**src/crc_pkg.sv**
```systemverilog
//------------------------------------------------------------
// Shared constants and types for the card reader control
//------------------------------------------------------------
package crc_pkg;

  localparam int unsigned BUF_W       = 36;
  localparam int unsigned CHAR_W      = 6;
  localparam int unsigned CHAN_W      = 3;
  localparam logic [35:0] BUF_RESET   = 36'h0_0000_0000;
  localparam logic [2:0]  CHAN_NONE   = 3'h0;
  localparam logic [2:0]  UNIT_SIX    = 3'h6;

  // Characters per bus transfer, selected by program
  typedef enum logic [1:0] {
    CRC_UNIT_ONE = 2'b00,
    CRC_UNIT_TWO = 2'b01,
    CRC_UNIT_SIX = 2'b10
  } crc_unit_t;

  // Program command strobes
  typedef struct packed {
    logic start_cycle;
    logic retrieve;
  } crc_cmd_t;

  // Reader side strobes and levels
  typedef struct packed {
    logic       col_strobe;
    logic [5:0] col_low;
    logic [5:0] col_high;
    logic       card_start;
    logic       card_end;
    logic       card_jam;
    logic       eof_button;
    logic       hopper_empty;
    logic       validity_err;
    logic       read_err;
    logic       not_ready;
    logic       power_off;
  } crc_rdr_t;

  // Status levels toward the program
  typedef struct packed {
    logic busy;
    logic flag;
    logic card_cycle_complete;
    logic end_of_deck;
    logic read_fault_level;
    logic not_ready;
  } crc_stat_t;

  // Characters needed to fill one transfer unit
  function automatic logic [2:0] crc_unit_chars(input crc_unit_t u);
    unique case (u)
      CRC_UNIT_ONE: crc_unit_chars = 3'h1;
      CRC_UNIT_TWO: crc_unit_chars = 3'h2;
      default:      crc_unit_chars = UNIT_SIX;
    endcase
  endfunction : crc_unit_chars

endpackage : crc_pkg

```
**src/crc_sync.sv**
```systemverilog
`timescale 1ns/1ps
`default_nettype none
//------------------------------------------------------------
// Three-stage pin synchroniser with agreement filter
//------------------------------------------------------------
module crc_sync #(
  parameter int unsigned W = 1
) (
  // Clock and reset
  input  wire logic         i_clk,
  input  wire logic         i_rst,
  // Pin and clean level
  input  wire logic [W-1:0] i_pin,
  output logic      [W-1:0] o_level
);

  logic [W-1:0] s1;
  logic [W-1:0] s2;
  logic [W-1:0] s3;

  // Shift chain
  always_ff @(posedge i_clk or posedge i_rst) begin
    if (i_rst) begin
      s1 <= '0;
      s2 <= '0;
      s3 <= '0;
    end else begin
      s1 <= i_pin;
      s2 <= s1;
      s3 <= s2;
    end
  end

  // Take a bit once the last two stages agree
  always_ff @(posedge i_clk or posedge i_rst) begin
    if (i_rst) begin
      o_level <= '0;
    end else begin
      o_level <= (s2 & s3) | (o_level & (s2 | s3));
    end
  end

endmodule : crc_sync
`default_nettype wire

```
**src/crc_top.sv**
```systemverilog
`timescale 1ns/1ps
`default_nettype none
// What this block does
// 36-bit buffer, characters enter leftmost, line1 bit35
// Buffer bit n drives bus line n
// Program picks one, two or six characters
// Multi-character units shift older characters right
// Split mode: lower half first, upper second
// Normal mode: one converted character per column
// Busy from cycle request until card read
// Flag when selected amount is buffered
// Retrieve clears flag and buffer
// Unretrieved data dropped at next column
// Flag also on card end or jam
// Card complete held until next cycle starts
// Busy and card complete may coexist
// End of file with empty hopper sets flags
// Read fault on validity or read error
// Flag requests interrupt on assigned channel
// Not ready on any condition or power off
// Reset clears the buffer and all status except not ready, which reset sets
module crc_top
  import crc_pkg::*;
(
  // Clock and reset
  input  wire logic              I_SYS_CLK,
  input  wire logic              I_RST,
  // Program side
  input  wire crc_cmd_t          I_CMD,
  input  wire crc_unit_t         I_UNIT,
  input  wire logic              I_COLUMN_SPLIT_MODE,
  input  wire logic [CHAN_W-1:0] I_INTERRUPT_CHANNEL_ASSIGN,
  output logic [BUF_W-1:0]       O_CARD_BUFFER,
  output var crc_stat_t          O_STAT,
  output logic [CHAN_W-1:0]      O_PRIORITY_INTERRUPT_CHAN,
  output logic                   O_PRIORITY_INTERRUPT,
  // Reader side pins
  input  wire crc_rdr_t          I_RDR
);

  localparam int unsigned RW = $bits(crc_rdr_t);

  crc_rdr_t   rdr;
  crc_rdr_t   rdr_d;
  logic [RW-1:0] rdr_bits;
  logic       col_ev;
  logic       start_ev;
  logic       end_ev;
  logic       jam_ev;
  logic       eof_ev;
  logic [BUF_W-1:0] card_buffer;
  logic [2:0] char_cnt;
  logic [2:0] next_cnt;
  logic       pending;
  logic       busy;
  logic       flag;
  logic       card_cycle_complete;
  logic       end_of_deck;
  logic       read_fault_level;
  logic       full_ev;
  logic       not_ready;

  //------------------------------------------------------------
  // Pin synchronisation and edge detection
  //------------------------------------------------------------
  crc_sync #(.W(RW)) u_sync (
    .i_clk   (I_SYS_CLK),
    .i_rst   (I_RST),
    .i_pin   (I_RDR),
    .o_level (rdr_bits)
  );
  assign rdr = crc_rdr_t'(rdr_bits);

  // Previous clean levels for edge detect
  always_ff @(posedge I_SYS_CLK or posedge I_RST) begin
    if (I_RST) begin
      rdr_d <= '0;
    end else begin
      rdr_d <= rdr;
    end
  end

  assign col_ev   = rdr.col_strobe & ~rdr_d.col_strobe;
  assign start_ev = rdr.card_start & ~rdr_d.card_start;
  assign end_ev   = rdr.card_end & ~rdr_d.card_end;
  assign jam_ev   = rdr.card_jam & ~rdr_d.card_jam;
  assign eof_ev   = rdr.eof_button & ~rdr_d.eof_button
                    & rdr.hopper_empty;

  //------------------------------------------------------------
  // Assembly buffer
  //------------------------------------------------------------
  // Reader line 1 goes to the highest index of its field
  function automatic logic [CHAR_W-1:0] line_order(
    input logic [CHAR_W-1:0] c
  );
    line_order = {c[0], c[1], c[2], c[3], c[4], c[5]};
  endfunction : line_order

  // Count after this column; a dropped word restarts from zero
  always_comb begin
    next_cnt = (pending ? 3'h0 : char_cnt)
             + (I_COLUMN_SPLIT_MODE ? 3'h2 : 3'h1);
  end

  // Buffer full reached on this column
  assign full_ev = col_ev
    & (next_cnt >= crc_unit_chars(I_UNIT));

  // Shift characters in at the left
  always_ff @(posedge I_SYS_CLK or posedge I_RST) begin
    if (I_RST) begin
      card_buffer <= BUF_RESET;
      char_cnt    <= 3'h0;
      pending     <= 1'b0;
    end else if (col_ev) begin
      if (pending) begin
        // Stale word dropped before the new column lands
        if (I_COLUMN_SPLIT_MODE) begin
          card_buffer <= {line_order(rdr.col_high),
                          line_order(rdr.col_low), 24'h00_0000};
        end else begin
          card_buffer <= {line_order(rdr.col_low), 30'h0000_0000};
        end
        char_cnt <= next_cnt;
        pending  <= full_ev;
      end else if (I_COLUMN_SPLIT_MODE) begin
        // Lower half then upper half, older data toward bit 0
        card_buffer <= {line_order(rdr.col_high), line_order(rdr.col_low),
                        card_buffer[35:12]};
        char_cnt <= next_cnt;
        pending  <= full_ev;
      end else begin
        card_buffer <= {line_order(rdr.col_low),
                        card_buffer[35:6]};
        char_cnt <= next_cnt;
        pending  <= full_ev;
      end
    end else if (I_CMD.retrieve) begin
      card_buffer <= BUF_RESET;
      char_cnt    <= 3'h0;
      pending     <= 1'b0;
    end
  end

  //------------------------------------------------------------
  // Status bits
  //------------------------------------------------------------
  // Busy from request until card end or jam
  always_ff @(posedge I_SYS_CLK or posedge I_RST) begin
    if (I_RST) begin
      busy <= 1'b0;
    end else if (I_CMD.start_cycle) begin
      busy <= 1'b1;
    end else if (end_ev | jam_ev) begin
      busy <= 1'b0;
    end
  end

  // Flag: set wins over retrieve
  always_ff @(posedge I_SYS_CLK or posedge I_RST) begin
    if (I_RST) begin
      flag <= 1'b0;
    end else if (full_ev | end_ev | jam_ev | eof_ev) begin
      flag <= 1'b1;
    end else if (I_CMD.retrieve | col_ev) begin
      flag <= 1'b0;
    end
  end

  // Card complete until the mechanical start
  always_ff @(posedge I_SYS_CLK or posedge I_RST) begin
    if (I_RST) begin
      card_cycle_complete <= 1'b0;
    end else if (end_ev) begin
      card_cycle_complete <= 1'b1;
    end else if (start_ev) begin
      card_cycle_complete <= 1'b0;
    end
  end

  // End of deck, cleared by a new cycle request
  always_ff @(posedge I_SYS_CLK or posedge I_RST) begin
    if (I_RST) begin
      end_of_deck <= 1'b0;
    end else if (eof_ev) begin
      end_of_deck <= 1'b1;
    end else if (I_CMD.start_cycle) begin
      end_of_deck <= 1'b0;
    end
  end

  // Read fault follows reader error lines
  always_ff @(posedge I_SYS_CLK or posedge I_RST) begin
    if (I_RST) begin
      read_fault_level <= 1'b0;
    end else begin
      read_fault_level <= rdr.validity_err | rdr.read_err;
    end
  end

  //------------------------------------------------------------
  // Outputs
  //------------------------------------------------------------
  always_ff @(posedge I_SYS_CLK or posedge I_RST) begin
    if (I_RST) begin
      not_ready <= 1'b1;
    end else begin
      not_ready <= rdr.not_ready | rdr.power_off;
    end
  end

  assign O_STAT.not_ready           = not_ready;

  assign O_CARD_BUFFER              = card_buffer;
  assign O_STAT.busy                = busy;
  assign O_STAT.flag                = flag;
  assign O_STAT.card_cycle_complete = card_cycle_complete;
  assign O_STAT.end_of_deck         = end_of_deck;
  assign O_STAT.read_fault_level    = read_fault_level;
  assign O_PRIORITY_INTERRUPT_CHAN  = I_INTERRUPT_CHANNEL_ASSIGN;
  assign O_PRIORITY_INTERRUPT       = flag
    & (I_INTERRUPT_CHANNEL_ASSIGN != CHAN_NONE);
endmodule : crc_top
`default_nettype wire

```
**config.mk**
```make
export PLATFORM = sky130hd
export DESIGN_NAME = crc_top
export DESIGN_NICKNAME = d
export VERILOG_FILES = /design/src/crc_pkg.sv /design/src/crc_sync.sv /design/src/crc_top.sv
export SDC_FILE = /design/constraint.sdc
export NUM_CORES = 1
export LEC_CHECK = 0
export ABC_AREA = 1
export BUFFER_PORTS_ARGS = -buffer_cell sky130_fd_sc_hd__buf_2
export CAP_MARGIN = 5
export CORE_UTILIZATION = 60
export CTS_CLUSTER_DIAMETER = 40
export DETAILED_ROUTE_END_ITERATION = 7
export PLACE_DENSITY = 0.88
export SLEW_MARGIN = 25
export SYNTH_ARGS = -nofsm -noshare
export SYNTH_HDL_FRONTEND = slang
export SYNTH_SLANG_ARGS = --single-unit
export TNS_END_PERCENT = 30
```
**constraint.sdc**
```tcl
create_clock -name I_SYS_CLK -period 8.2 [get_ports I_SYS_CLK]
set_clock_uncertainty 0.15 [all_clocks]
set_input_delay 0.82 -clock I_SYS_CLK [delete_from_list [all_inputs] [get_ports I_SYS_CLK]]
set_output_delay 0.82 -clock I_SYS_CLK [all_outputs]
set_load 0.01 [all_outputs]
```
==> results by group, run 1 <==
Synth
  • Syn avg cell area: 11.5 um2
  • Mapped Nets: roughly 460
  • Post-synth top area cell: dfrtp_1
  • Synth Warn #: 0
  • Top cells by area, synth: dfrtp_1 70%, nand2_1 8.4%, maj3_1 4.5%
  • Cells after synthesis: between 400 and 500
  • Yosys top cell area share: 0.704
  • Seq/Total Area, Yosys: 0.710
  • Post-synthesis register bit count: 139
  • Cell Area, Synth: 4900 um2
  • Distinct cell type count after synthesis: 22

Power and ir drop
  • Pwr Density: 276 nW/um2
  • Leak: between 2 and 3 nW
  • VDD IR max: 0.000168 V

Global routing
  • GRT met3 Usage: 0.0657
  • GRT overflow: 0
  • Largest net degree at the start of global routing: 75
  • Initial antenna violation count: 0
  • Most used routing layer in global routing: met2
  • M2 GR Usage: 0.386
  • GRT met1 Usage: 0.299
  • Vias in the first global route: 3167
  • Tot GR Track Use: 0.242
  • First-pass GRT wire length: 15.2 mm

Clock network
  • CTS H-tree lvls: 4
  • Worst-skew pair later-pin latency: 0.51 ns
  • CTS sink count: 139
  • CTS resizes: 0
  • CTS tree: built
  • CTS Hold Bufs: 0
  • Post-CTS setup buffer count: 0
  • Inserted Clock Buffers: 17
  • Worst-path clk slew: ~0.06 ns
  • Clock root buffer: clkbuf_8
  • Clock tree buffer depth: 2

Floorplan
  • CORE AREA: 7810 um2
  • Die area: 8540 um2
  • Initial core utilization: 0.628
  • # rows: 32
  • Total I/O pin count: 78
  • Die height: approximately 92 um
  • Die width: 92.4 um

Timing
  • Setup TNS: 0 ns
  • Fin crit share: 0.377
  • Max-slew violations: 0
  • Worst slew pin tran: 0.909 ns
  • Slew HR: 0.394
  • Final Setup Violations: 0
  • Highest clock rate: 0.323 GHz
  • Final hold viol count: 0
  • Minimum clock period: 3.09 ns
  • Hold WS: 0.195 ns
  • RSZ-0062 raised after global routing: no

Layout
  • NumNets Final: approximately 540
  • Antenna Diode Count: 0
  • Fin util: 0.748
  • Most frequent cells in the layout: 138 x dfrtp_1, 110 x nand2_1, 77 x buf_2, 38 x o21ai_0, 36 x inv_1
  • Share of layout cells above drive strength 1: 0.228
  • Area growth from synthesis to layout: 19.1%
  • Leading cell type in the layout, fill and taps excluded: dfrtp_1

Place
  • DPL Wire Length: 5.41 mm
  • Placer Congestion: around 0.79
  • IO buf count: 77

Routing
  • DRC violations left: 0
  • Via count: 3201
  • Routed Antenna Nets: 0
  • Drt wl/cell: 14.8 um
  • DR pass1 iterations: 6
  • DRT iter0 DRCs: 252
  • Vias/cell: 5.20
  • DRT Wirelength: 9.14 mm

Min path
  • Hold Path Class: flip-flop to flip-flop

Setup path
  • CP Launch Type: primary input
  • Crit-path max FO: 50
  • CP Class: primary input to flip-flop
  • Critical Path AT: ~3.3 ns
  • Worst path required time: 8.45 ns
  • Setup crit end kind: flip-flop

Status
  • Status: finished clean

Job
  • Max Cap Viol: 0
==> area by class of cell <==
type	count	area [um2]
fill	492	1970
clock buffer	19	422
clock inverter	13	119
multi-input combinational	226	1150
inverter	39	151
timing repair buffer	78	393
sequential	139	3480
tap	102	128
==> sequential cells by signal, summed over array words and instances, names as in the netlist <==
name	flops
not_ready	1
read_fault_level	1
flag	1
pending	1
O_CARD_BUFFER	36
end_of_deck	1
u_sync.s1	22
u_sync.o_level	22
char_cnt	3
u_sync.s3	22
u_sync.s2	22
rdr_d	5
card_cycle_complete	1
busy	1
==> logic make-up (layout without fill, tap and decap cells) <==
group | Yosys count | count (layout) | synth area share
buf+inv | 62 | 149 | 0.0579
simple gates | 146 | 146 | 0.119
fa+ha+maj | 27 | 27 | 0.0592
flops | 139 | 139 | 0.710
compound gates | 53 | 53 | 0.0543
==> power by group <==
part	total [mW]	switching [mW]	internal [mW]	leakage (nW)
combinational	0.151	0.0970	0.0541	0.912
clock	0.685	0.282	0.403	0.255
sequential	0.777	0.0377	0.739	1.70
==> final timing paths <==
check	from	end	slack, ns	depth (start not counted)
setup reg to reg	pending	pending	5.59	12
min in group asynchronous	I_RST	u_sync.s1[4]	0.23	2
setup / recovery	I_COLUMN_SPLIT_MODE	pending	5.11	11
hold reg to reg	u_sync.s1[3]	u_sync.s2[3]	0.20	0
hold / removal	u_sync.s1[3]	u_sync.s2[3]	0.20	0
max in group asynchronous	I_RST	O_CARD_BUFFER[19]	6.35	3
==> synth_stat cells <==
library cell and n:
dfrtp_1 138, clkbuf_1 2, inv_2 2, buf_2 11
fa_1 1, or2_2 2, ha_1 4, nand2_2 1
o21ai_1 13, a21oi_1 1, maj3_1 22, o22ai_1 1
nand2_1 110, nand3b_1 1, dfstp_2 1, nand3_1 16
nor2_2 1, buf_4 10, nor3_1 1, nor2_1 14
inv_1 37, o21ai_0 38
==> critical path: stages <==
cell	delay, ns
buf_2	0.57
inv_2	0.35
fa_1	0.50
nand3b_1	0.16
nand2_1	0.10
inv_1	0.06
ha_1	0.33
a21oi_1	0.21
nand2_1	0.07
nand2_1	0.08
nand2_1	0.07
==> layer usage <==
layer / part of all wire / up-vias
li1: - / 1500
met1: 0.41 / 1549
met2: 0.51 / 127
met3: 0.053 / 25
met4: 0.027 / 0
met5: 0 / -
==> per-stage QoR <==
step	power (mW)	worst slack, ns	cell area (um2)	std cells
after detailed placement	0.931	4.68	5290	584
after global routing	1.68	4.94	5840	616
after global placement	0.917	4.86	5290	584
final	1.61	5.11	5840	616
after CTS	1.62	5.15	5830	616
after floorplan	0.880	3.51	4900	427
Note: power is estimated with default switching activity, not from simulation.
==> run 2: changes to the inputs <==
--- a/config.mk
+++ b/config.mk
@@ -5,13 +5,13 @@
 export SDC_FILE = /design/constraint.sdc
 export NUM_CORES = 1
 export LEC_CHECK = 0
-export ABC_AREA = 1
+export ABC_AREA = 0
 export BUFFER_PORTS_ARGS = -buffer_cell sky130_fd_sc_hd__buf_2
 export CAP_MARGIN = 5
-export CORE_UTILIZATION = 60
+export CORE_UTILIZATION = 55
 export CTS_CLUSTER_DIAMETER = 40
 export DETAILED_ROUTE_END_ITERATION = 7
-export PLACE_DENSITY = 0.88
+export PLACE_DENSITY = 0.82
 export SLEW_MARGIN = 25
 export SYNTH_ARGS = -nofsm -noshare
 export SYNTH_HDL_FRONTEND = slang
==> constraint.sdc (replaced) <==
create_clock -name I_SYS_CLK -period 2.9 [get_ports I_SYS_CLK]
set_clock_uncertainty 0.15 [all_clocks]
set_input_delay 0.29 -clock I_SYS_CLK [delete_from_list [all_inputs] [get_ports I_SYS_CLK]]
set_output_delay 0.29 -clock I_SYS_CLK [all_outputs]
set_load 0.01 [all_outputs]
==> run 2 against run 1 <==
- synthesized cell count decreased by 28%
- final cell count decreased by 14%
- utilization is 1.3 points lower
- first-iteration DRC count is 59% lower
- highest routed layer unchanged
==> results by group, run 2 <==
Status
  • Status: finished clean

Global routing
  • Tot GR Track Use: 0.211 (-0.0311)
  • Initial antenna violation count: 0 (unchanged)
  • GRT overflow: 0 (unchanged)
  • Vias in the first global route: 2909 (-8.1%)
  • Largest net degree at the start of global routing: 63 (-16%)
  • First-pass GRT wire length: 14.1 mm (-7.2%)

Layout
  • NumNets Final: 448 (-17%)
  • Final instance count without filler cells: 528 (-14%)
  • Leading cell type in the layout, fill and taps excluded: dfrtp_1
  • Area growth from synthesis to layout: 26.7%
  • Antenna Diode Count: 0 (unchanged)
  • Number of flip-flops under the largest register name: 36 (unchanged)
  • Most frequent cells in the layout: 138 x dfrtp_1, 77 x buf_2, 30 x mux2i_1, 25 x o2bb2ai_1, 25 x dlygate4sd3_1
  • Fin util: 0.735 (-0.0133)
  • Share of layout cells above drive strength 1: 0.288 (+0.0608)

Clock network
  • Clock tree buffer depth: 2 (unchanged)
  • Worst-skew pair later-pin latency: 0.51 ns (about the same)
  • Inserted Clock Buffers: 17 (unchanged)
  • CTS H-tree lvls: 4 (unchanged)
  • Worst-path clk slew: 0.06 ns (about the same)
  • Clock root buffer: clkbuf_8
  • CTS sink count: 139 (unchanged)
  • CTS tree: built
  • CTS resizes: 0 (unchanged)

Synth
  • Distinct cell type count after synthesis: 34 (+55%)
  • Syn avg cell area: 15.8 um2 (+38%)
  • Commonest cells post-synth: 138 x dfrtp_1, 30 x mux2i_1, 25 x o2bb2ai_1, 22 x maj3_1, 13 x buf_4
  • Top cells by area, synth: dfrtp_1 71%, mux2i_1 6.2%, maj3_1 4.5%
  • Mapped Nets: 344 (-26%)
  • Post-synthesis register bit count: 139 (unchanged)
  • Top_reg_cell synth: dfrtp_1
  • EDFF count, synth: 0 (unchanged)
  • Synth Warn #: 0 (unchanged)
  • Seq/Total Area, Yosys: 0.716 (+0.00621)
  • Yosys top cell area share: 0.710 (+0.00616)
  • Most common cell in the netlist: dfrtp_1
  • Cell Area, Synth: 4860 um2 (-0.87%)
  • Cells after synthesis: 307 (-28%)
  • Post-synth top area cell: dfrtp_1
  • Async SR Flop Fraction: 1.00 (unchanged)

Timing
  • Final Setup Violations: 0 (unchanged)
  • Max-slew violations: 0 (unchanged)
  • Highest clock rate: 0.401 GHz
  • RSZ-0062 raised after global routing: no
  • Worst slew pin tran: 0.924 ns (+0.0154 ns)
  • Final WS setup: 0.408 ns (-4.70 ns)
  • Hold WS: 0.196 ns (+0.000705 ns)
  • Minimum clock period: 2.49 ns
  • Setup TNS: 0 ns (unchanged)
  • Fin crit share: 0.859
  • Final hold viol count: 0 (unchanged)
  • Slew HR: 0.384 (-0.0103)

Floorplan
  • CORE AREA: 8380 um2 (+7.4%)
  • Die width: 96.0 um (+3.9%)
  • Die area: 9220 um2 (+8.0%)
  • Total I/O pin count: 78 (unchanged)
  • Die height: 96.0 um (+3.9%)
  • # rows: 33 (+3.1%)
  • Initial core utilization: 0.580 (-0.0481)

Routing
  • WL met3: 359 um (-26%)
  • DR pass1 iterations: 4 (-2)
  • Met1 wire length: 3.71 mm (-1.0%)
  • Vias/cell: 5.40 (+4.0%)
  • Met2 WL: 4.34 mm (-6.8%)
  • Via count: 2853 (-11%)
  • Drt wl/cell: 16.3 um (+10%)
  • Routed Antenna Nets: 0 (unchanged)
  • DRC violations left: 0 (unchanged)
  • DRT Wirelength: 8.61 mm (-5.8%)
  • Top sig layer: met4
  • DRT iter0 DRCs: 103 (-59%)

Min path
  • Hold Path Class: flip-flop to flip-flop

Power and ir drop
  • Clock share of power: 0.456 (+0.031)
  • Pwr Density: 790 nW/um2 (+190%)
  • Switch share: 0.234 (-0.0237)
  • Int Pwr: 3.72 mW (+210%)
  • Leak: 2.96 nW (+3.3%)
  • Comb power frac: 0.092 (-0.002)
  • VDD IR max: 0.000462 V (+170%)
  • P_sw: 1.14 mW (+170%)
  • Sequential power share: 0.452 (-0.030)

Setup path
  • CP Launch Type: flip-flop
  • Critical Path AT: 2.71 ns (-0.63 ns)
  • Crit-path max FO: 6 (-88%)
  • Worst path required time: 3.12 ns (-5.33 ns)
  • Setup crit end kind: flip-flop
  • CP Class: flip-flop to flip-flop

Place
  • DPL Wire Length: 5.19 mm (-4.1%)
  • Worst slack at placement: 0.514 ns (-4.17 ns)
  • Cell total after placement: 472 (-19%)
  • IO buf count: 77 (unchanged)
  • Placer Congestion: 0.832 (+5.4%)

Job
  • Max Cap Viol: 0 (unchanged)
## run 2: per-stage QoR
step	instance area [um2]	power, mW
2_1_floorplan	4860	2.50
3_3_place_gp	5290	2.61
3_5_place_dp	5290	2.65
4_1_cts	6160	4.91
5_1_grt	6160	5.07
6_report	6160	4.86
## run 2: cell type report
cell class	instances	area, um2
sequential	139	3480
fill	549	2220
multi-input combinational	138	1200
timing repair buffer	106	691
clock buffer	19	432
clock inverter	12	189
tap	105	131
inverter	9	37.5
## run 2: worst max-delay path, stage by stage (launching register included)
cell and delay, ns:
dfrtp_1 0.45, nor2b_1 0.16, ha_1 0.17, inv_1 0.06
fa_1 0.38, xnor2_1 0.26, ha_1 0.28, o21ai_0 0.31
o2111ai_1 0.14
## run 2: power groups by stage
stage / Clock (mW) / Sequential [mW] / Combinational, mW
4_1_cts: 2.26 / 2.20 / 0.451
2_1_floorplan: 0 / 2.22 / 0.285
3_3_place_gp: 0 / 2.22 / 0.395
5_1_grt: 2.35 / 2.22 / 0.497
6_report: 2.22 / 2.20 / 0.448
3_5_place_dp: 0 / 2.23 / 0.419
## run 2: cell families after synthesis
| kind of cell | synth area share |
|---|---|
| and+or+nand+nor | 0.0404 |
| xor gates and xnor gates | 0.00180 |
| DFF | 0.716 |
| muxes | 0.0618 |
| AOI/OAI and AO/OA | 0.0826 |
| buffers and inverters | 0.0378 |
| adders and majority gates | 0.0597 |
## run 2: metal layers
metal	global-route usage	up-vias
met5	0	-
met4	0.109	0
met3	0.0616	21
met2	0.337	91
met1	0.261	1454
li1	-	1287
## run 2: path summary, 6_finish.rpt
kind                              startpoint  cells past startpoint  slack, ns                end
worst max register to register       pending                      8       0.41               flag
worst min-delay path            u_sync.s1[9]                      0       0.20       u_sync.s2[9]
worst max-delay path                 pending                      8       0.41               flag
worst min register to register  u_sync.s1[9]                      0       0.20       u_sync.s2[9]
min in group asynchronous              I_RST                      3       0.32      u_sync.s1[21]
max in group asynchronous              I_RST                      4       1.54  O_CARD_BUFFER[20]
## run 2: timing repair
item | CTS | global route
endpoints found under the hold margin | 57 | 0
buffers inserted | 0 | 0
hold buffers | 25 | 0
==> run 3: changes to the inputs <==
--- a/config.mk
+++ b/config.mk
@@ -11,6 +11,7 @@
 export CORE_UTILIZATION = 55
 export CTS_CLUSTER_DIAMETER = 40
 export DETAILED_ROUTE_END_ITERATION = 7
+export GPL_TIMING_DRIVEN = 0
 export PLACE_DENSITY = 0.82
 export SLEW_MARGIN = 25
 export SYNTH_ARGS = -nofsm -noshare
==> constraint.sdc (replaced) <==
create_clock -name I_SYS_CLK -period 2.9 [get_ports I_SYS_CLK]
set_clock_uncertainty 0.15 [all_clocks]
set_input_delay 0.29 -clock I_SYS_CLK [delete_from_list [all_inputs] [get_ports I_SYS_CLK]]
set_output_delay 0.29 -clock I_SYS_CLK [all_outputs]
set_load 0.1 [all_outputs]
==> run 3 against run 2 <==
- die area is the same
- worst hold slack got worse by 0.18 ns
- routed wire length increased by 3.8%
- sequential share of layout area is 0.79 points lower
- global-route usage up 0.68 points
- cell area rose by 1.4%
- critical path depth did not move
- first-iteration DRC count rose by 17%
- maximum frequency rose by 3.2%
- non-clock buffer count increased by 20
==> results by group, run 3 (same netlist as run 2, synthesis figures left out) <==
Clock network
  • CTS sink count: 139 (unchanged)
  • Clock tree buffer depth: 2 (unchanged)
  • CTS tree: built
  • Post-CTS setup buffer count: 0 (unchanged)
  • CTS H-tree lvls: 4 (unchanged)
  • Inserted Clock Buffers: 17 (unchanged)
  • Worst-skew pair later-pin latency: 0.51 ns (about the same)
  • Worst-path clk slew: 0.06 ns (about the same)
  • Clock root buffer: clkbuf_8

Min path
  • Hold Path Cell Cnt: 4 (+4)
  • Hold Path Sink: O_CARD_BUFFER[24]
  • Hold Path Class: primary input to flip-flop
  • Hold path start: I_COLUMN_SPLIT_MODE

Timing
  • Highest clock rate: 0.414 GHz (+3.2%)
  • Setup TNS: 0 ns (unchanged)
  • RSZ-0062 raised after global routing: no
  • Hold WS: 0.0143 ns (-0.182 ns)
  • Worst slew pin tran: 0.603 ns (-0.321 ns)
  • Minimum clock period: 2.41 ns (-0.0780 ns)
  • Max-slew violations: 0 (unchanged)
  • Final Setup Violations: 0 (unchanged)
  • Final hold viol count: 0 (unchanged)
  • Slew HR: 0.597 (+0.213)
  • Fin crit share: 0.832 (-0.0269)

Setup path
  • Setup crit end kind: flip-flop
  • CP Class: flip-flop to flip-flop
  • CP Launch Type: flip-flop
  • Crit-path cells: nor2b_1 -> ha_1 -> inv_1 -> fa_1 -> inv_1 -> ha_1 -> a211oi_1 -> o2111ai_1
  • Slowest cell on crit path: fa_1
  • Worst R2R Start: pending
  • Crit path from: pending
  • Reg-to-reg slack, setup: 0.49 ns (+0.08 ns)
  • CP max stage delay: 0.48 ns (+0.03 ns)
  • Critical Path AT: 2.63 ns (-0.08 ns)
  • Reg2Reg Depth: 8 (unchanged)
  • CP Buf/Inv Count: 2 (+1)
  • Critical path's top delay family: adder cells
  • Crit-path max FO: 6 (unchanged)
  • Worst path required time: 3.12 ns (about the same)
  • Crit Reg-Reg Endpoint: flag

Layout
  • Register area: 3480 um2 (unchanged)
  • Most frequent cells in the layout: 138 x dfrtp_1, 83 x buf_2, 30 x mux2i_1, 25 x o2bb2ai_1, 24 x dlygate4sd3_1
  • Filler cell count in the final layout: 521 (-5.1%)
  • Number of flip-flops under the largest register name: 36 (unchanged)
  • Footprint of the multi-input gates: 1200 um2 (unchanged)
  • Final instance count without filler cells: 549 (+4.0%)
  • Fin util: 0.745 (+0.0104)
  • Antenna Diode Count: 0 (unchanged)
  • NumNets Final: 468 (+4.5%)
  • Leading cell type in the layout, fill and taps excluded: dfrtp_1
  • Share of layout cells above drive strength 1: 0.322 (+0.0337)
  • Area growth from synthesis to layout: 28.5%

Global routing
  • GRT overflow: 0 (unchanged)
  • First-pass GRT wire length: 14.5 mm (+2.5%)
  • Vias in the first global route: 2999 (+3.1%)
  • Initial antenna violation count: 0 (unchanged)
  • GRT met3 Usage: 0.0577 (-0.00395)
  • Tot GR Track Use: 0.217 (+0.00680)
  • GRT met1 Usage: 0.268 (+0.00747)
  • Most used routing layer in global routing: met2
  • Largest net degree at the start of global routing: 35 (-44%)
  • M2 GR Usage: 0.363 (+0.0266)

Floorplan
  • CORE AREA: 8380 um2 (unchanged)
  • Initial core utilization: 0.580 (unchanged)
  • Die width: 96.0 um (unchanged)
  • Die area: 9220 um2 (unchanged)
  • # rows: 33 (unchanged)
  • Die height: 96.0 um (unchanged)
  • Total I/O pin count: 78 (unchanged)

Power and ir drop
  • Int Pwr: 3.47 mW (-6.8%)
  • Sequential power share: 0.437 (-0.015)
  • Comb power frac: 0.177 (+0.085)
  • Clock share of power: 0.386 (-0.070)
  • VDD IR max: 0.000398 V (-14%)
  • Leak: 3.01 nW (+1.8%)
  • Switch share: 0.310 (+0.0759)
  • P_sw: 1.56 mW (+37%)
  • Pwr Density: 806 nW/um2 (+2.0%)

Job
  • Max Cap Viol: 0 (unchanged)

Place
  • IO buf count: 77 (unchanged)
  • Placer Congestion: 0.717 (-14%)
  • DPL Wire Length: 5.62 mm (+8.2%)
  • Cell total after placement: 493 (+4.4%)

Routing
  • Vias/cell: 5.31 (-1.8%)
  • DR pass1 iterations: 4 (unchanged)
  • Routed Antenna Nets: 0 (unchanged)
  • DRC violations left: 0 (unchanged)
  • DRT Wirelength: 8.94 mm (+3.8%)
  • DRT iter0 DRCs: 121 (+17%)
  • Drt wl/cell: 16.3 um (-0.17%)
  • Via count: 2914 (+2.1%)

Status
  • Status: finished clean
## run 3: changes by cell type in the layout (fill, tap and decap cells not counted), sizes merged
cell / delta
clkinvlp: +4
dlygate4sd3: -1
inv: +1
buf: +21
clkinv: -1
bufinv: -3
## run 3: worst max path at each step
stage | end | slack (ns) | cells past startpoint
finish | flag | 0.49 | 8
global route | flag | 0.31 | 8
CTS | flag | 0.50 | 8
detailed placement | flag | 0.20 | 11
global placement | O_CARD_BUFFER[7] | 0.01 | 2
floorplan | flag | 0.55 | 10
## run 3: power by group through the flow
stage / registers, mW / logic, mW / clock network, mW
floorplan: 2.48 / 0.417 / 0
global placement: 2.22 / 0.831 / 0
detailed placement: 2.23 / 0.864 / 0
CTS: 2.20 / 0.897 / 1.98
global route: 2.22 / 0.947 / 2.07
finish: 2.20 / 0.891 / 1.94
## run 3: worst min-delay path, cell delays in order
cell and delay, ns:
buf_2 0.10, nor4b_2 0.08, nand2_1 0.08, nand3_1 0.08
## run 3: per-layer routing
| metal | share of wire | vias to the layer above |
|---|---|---|
| met5 | 0 | - |
| met4 | 0.023 | 0 |
| met3 | 0.041 | 19 |
| met2 | 0.51 | 86 |
| met1 | 0.43 | 1467 |
| li1 | - | 1342 |
## run 3: stage by stage
step / cell area [um2] / total power, mW / worst slack, ns
6_report: 6240 / 5.03 / 0.486
3_3_place_gp: 5380 / 3.05 / 0.0128
3_5_place_dp: 5460 / 3.09 / 0.197
4_1_cts: 6240 / 5.07 / 0.497
5_1_grt: 6240 / 5.23 / 0.314
2_1_floorplan: 4860 / 2.90 / 0.547
## run 3: what timing repair did
action,CTS,global route
hold buffers,24,0
endpoints found under the hold margin,96,0
setup endpoints to repair,0,0
gates resized for setup,0,0
## run 3: cell type report
type | count | area share
clock buffer | 19 | 0.0675
timing repair buffer | 105 | 0.113
buffer | 21 | 0.0240
inverter | 9 | 0.00601
tap | 105 | 0.0210
sequential | 139 | 0.557
multi-input combinational | 138 | 0.192
clock inverter | 13 | 0.0194
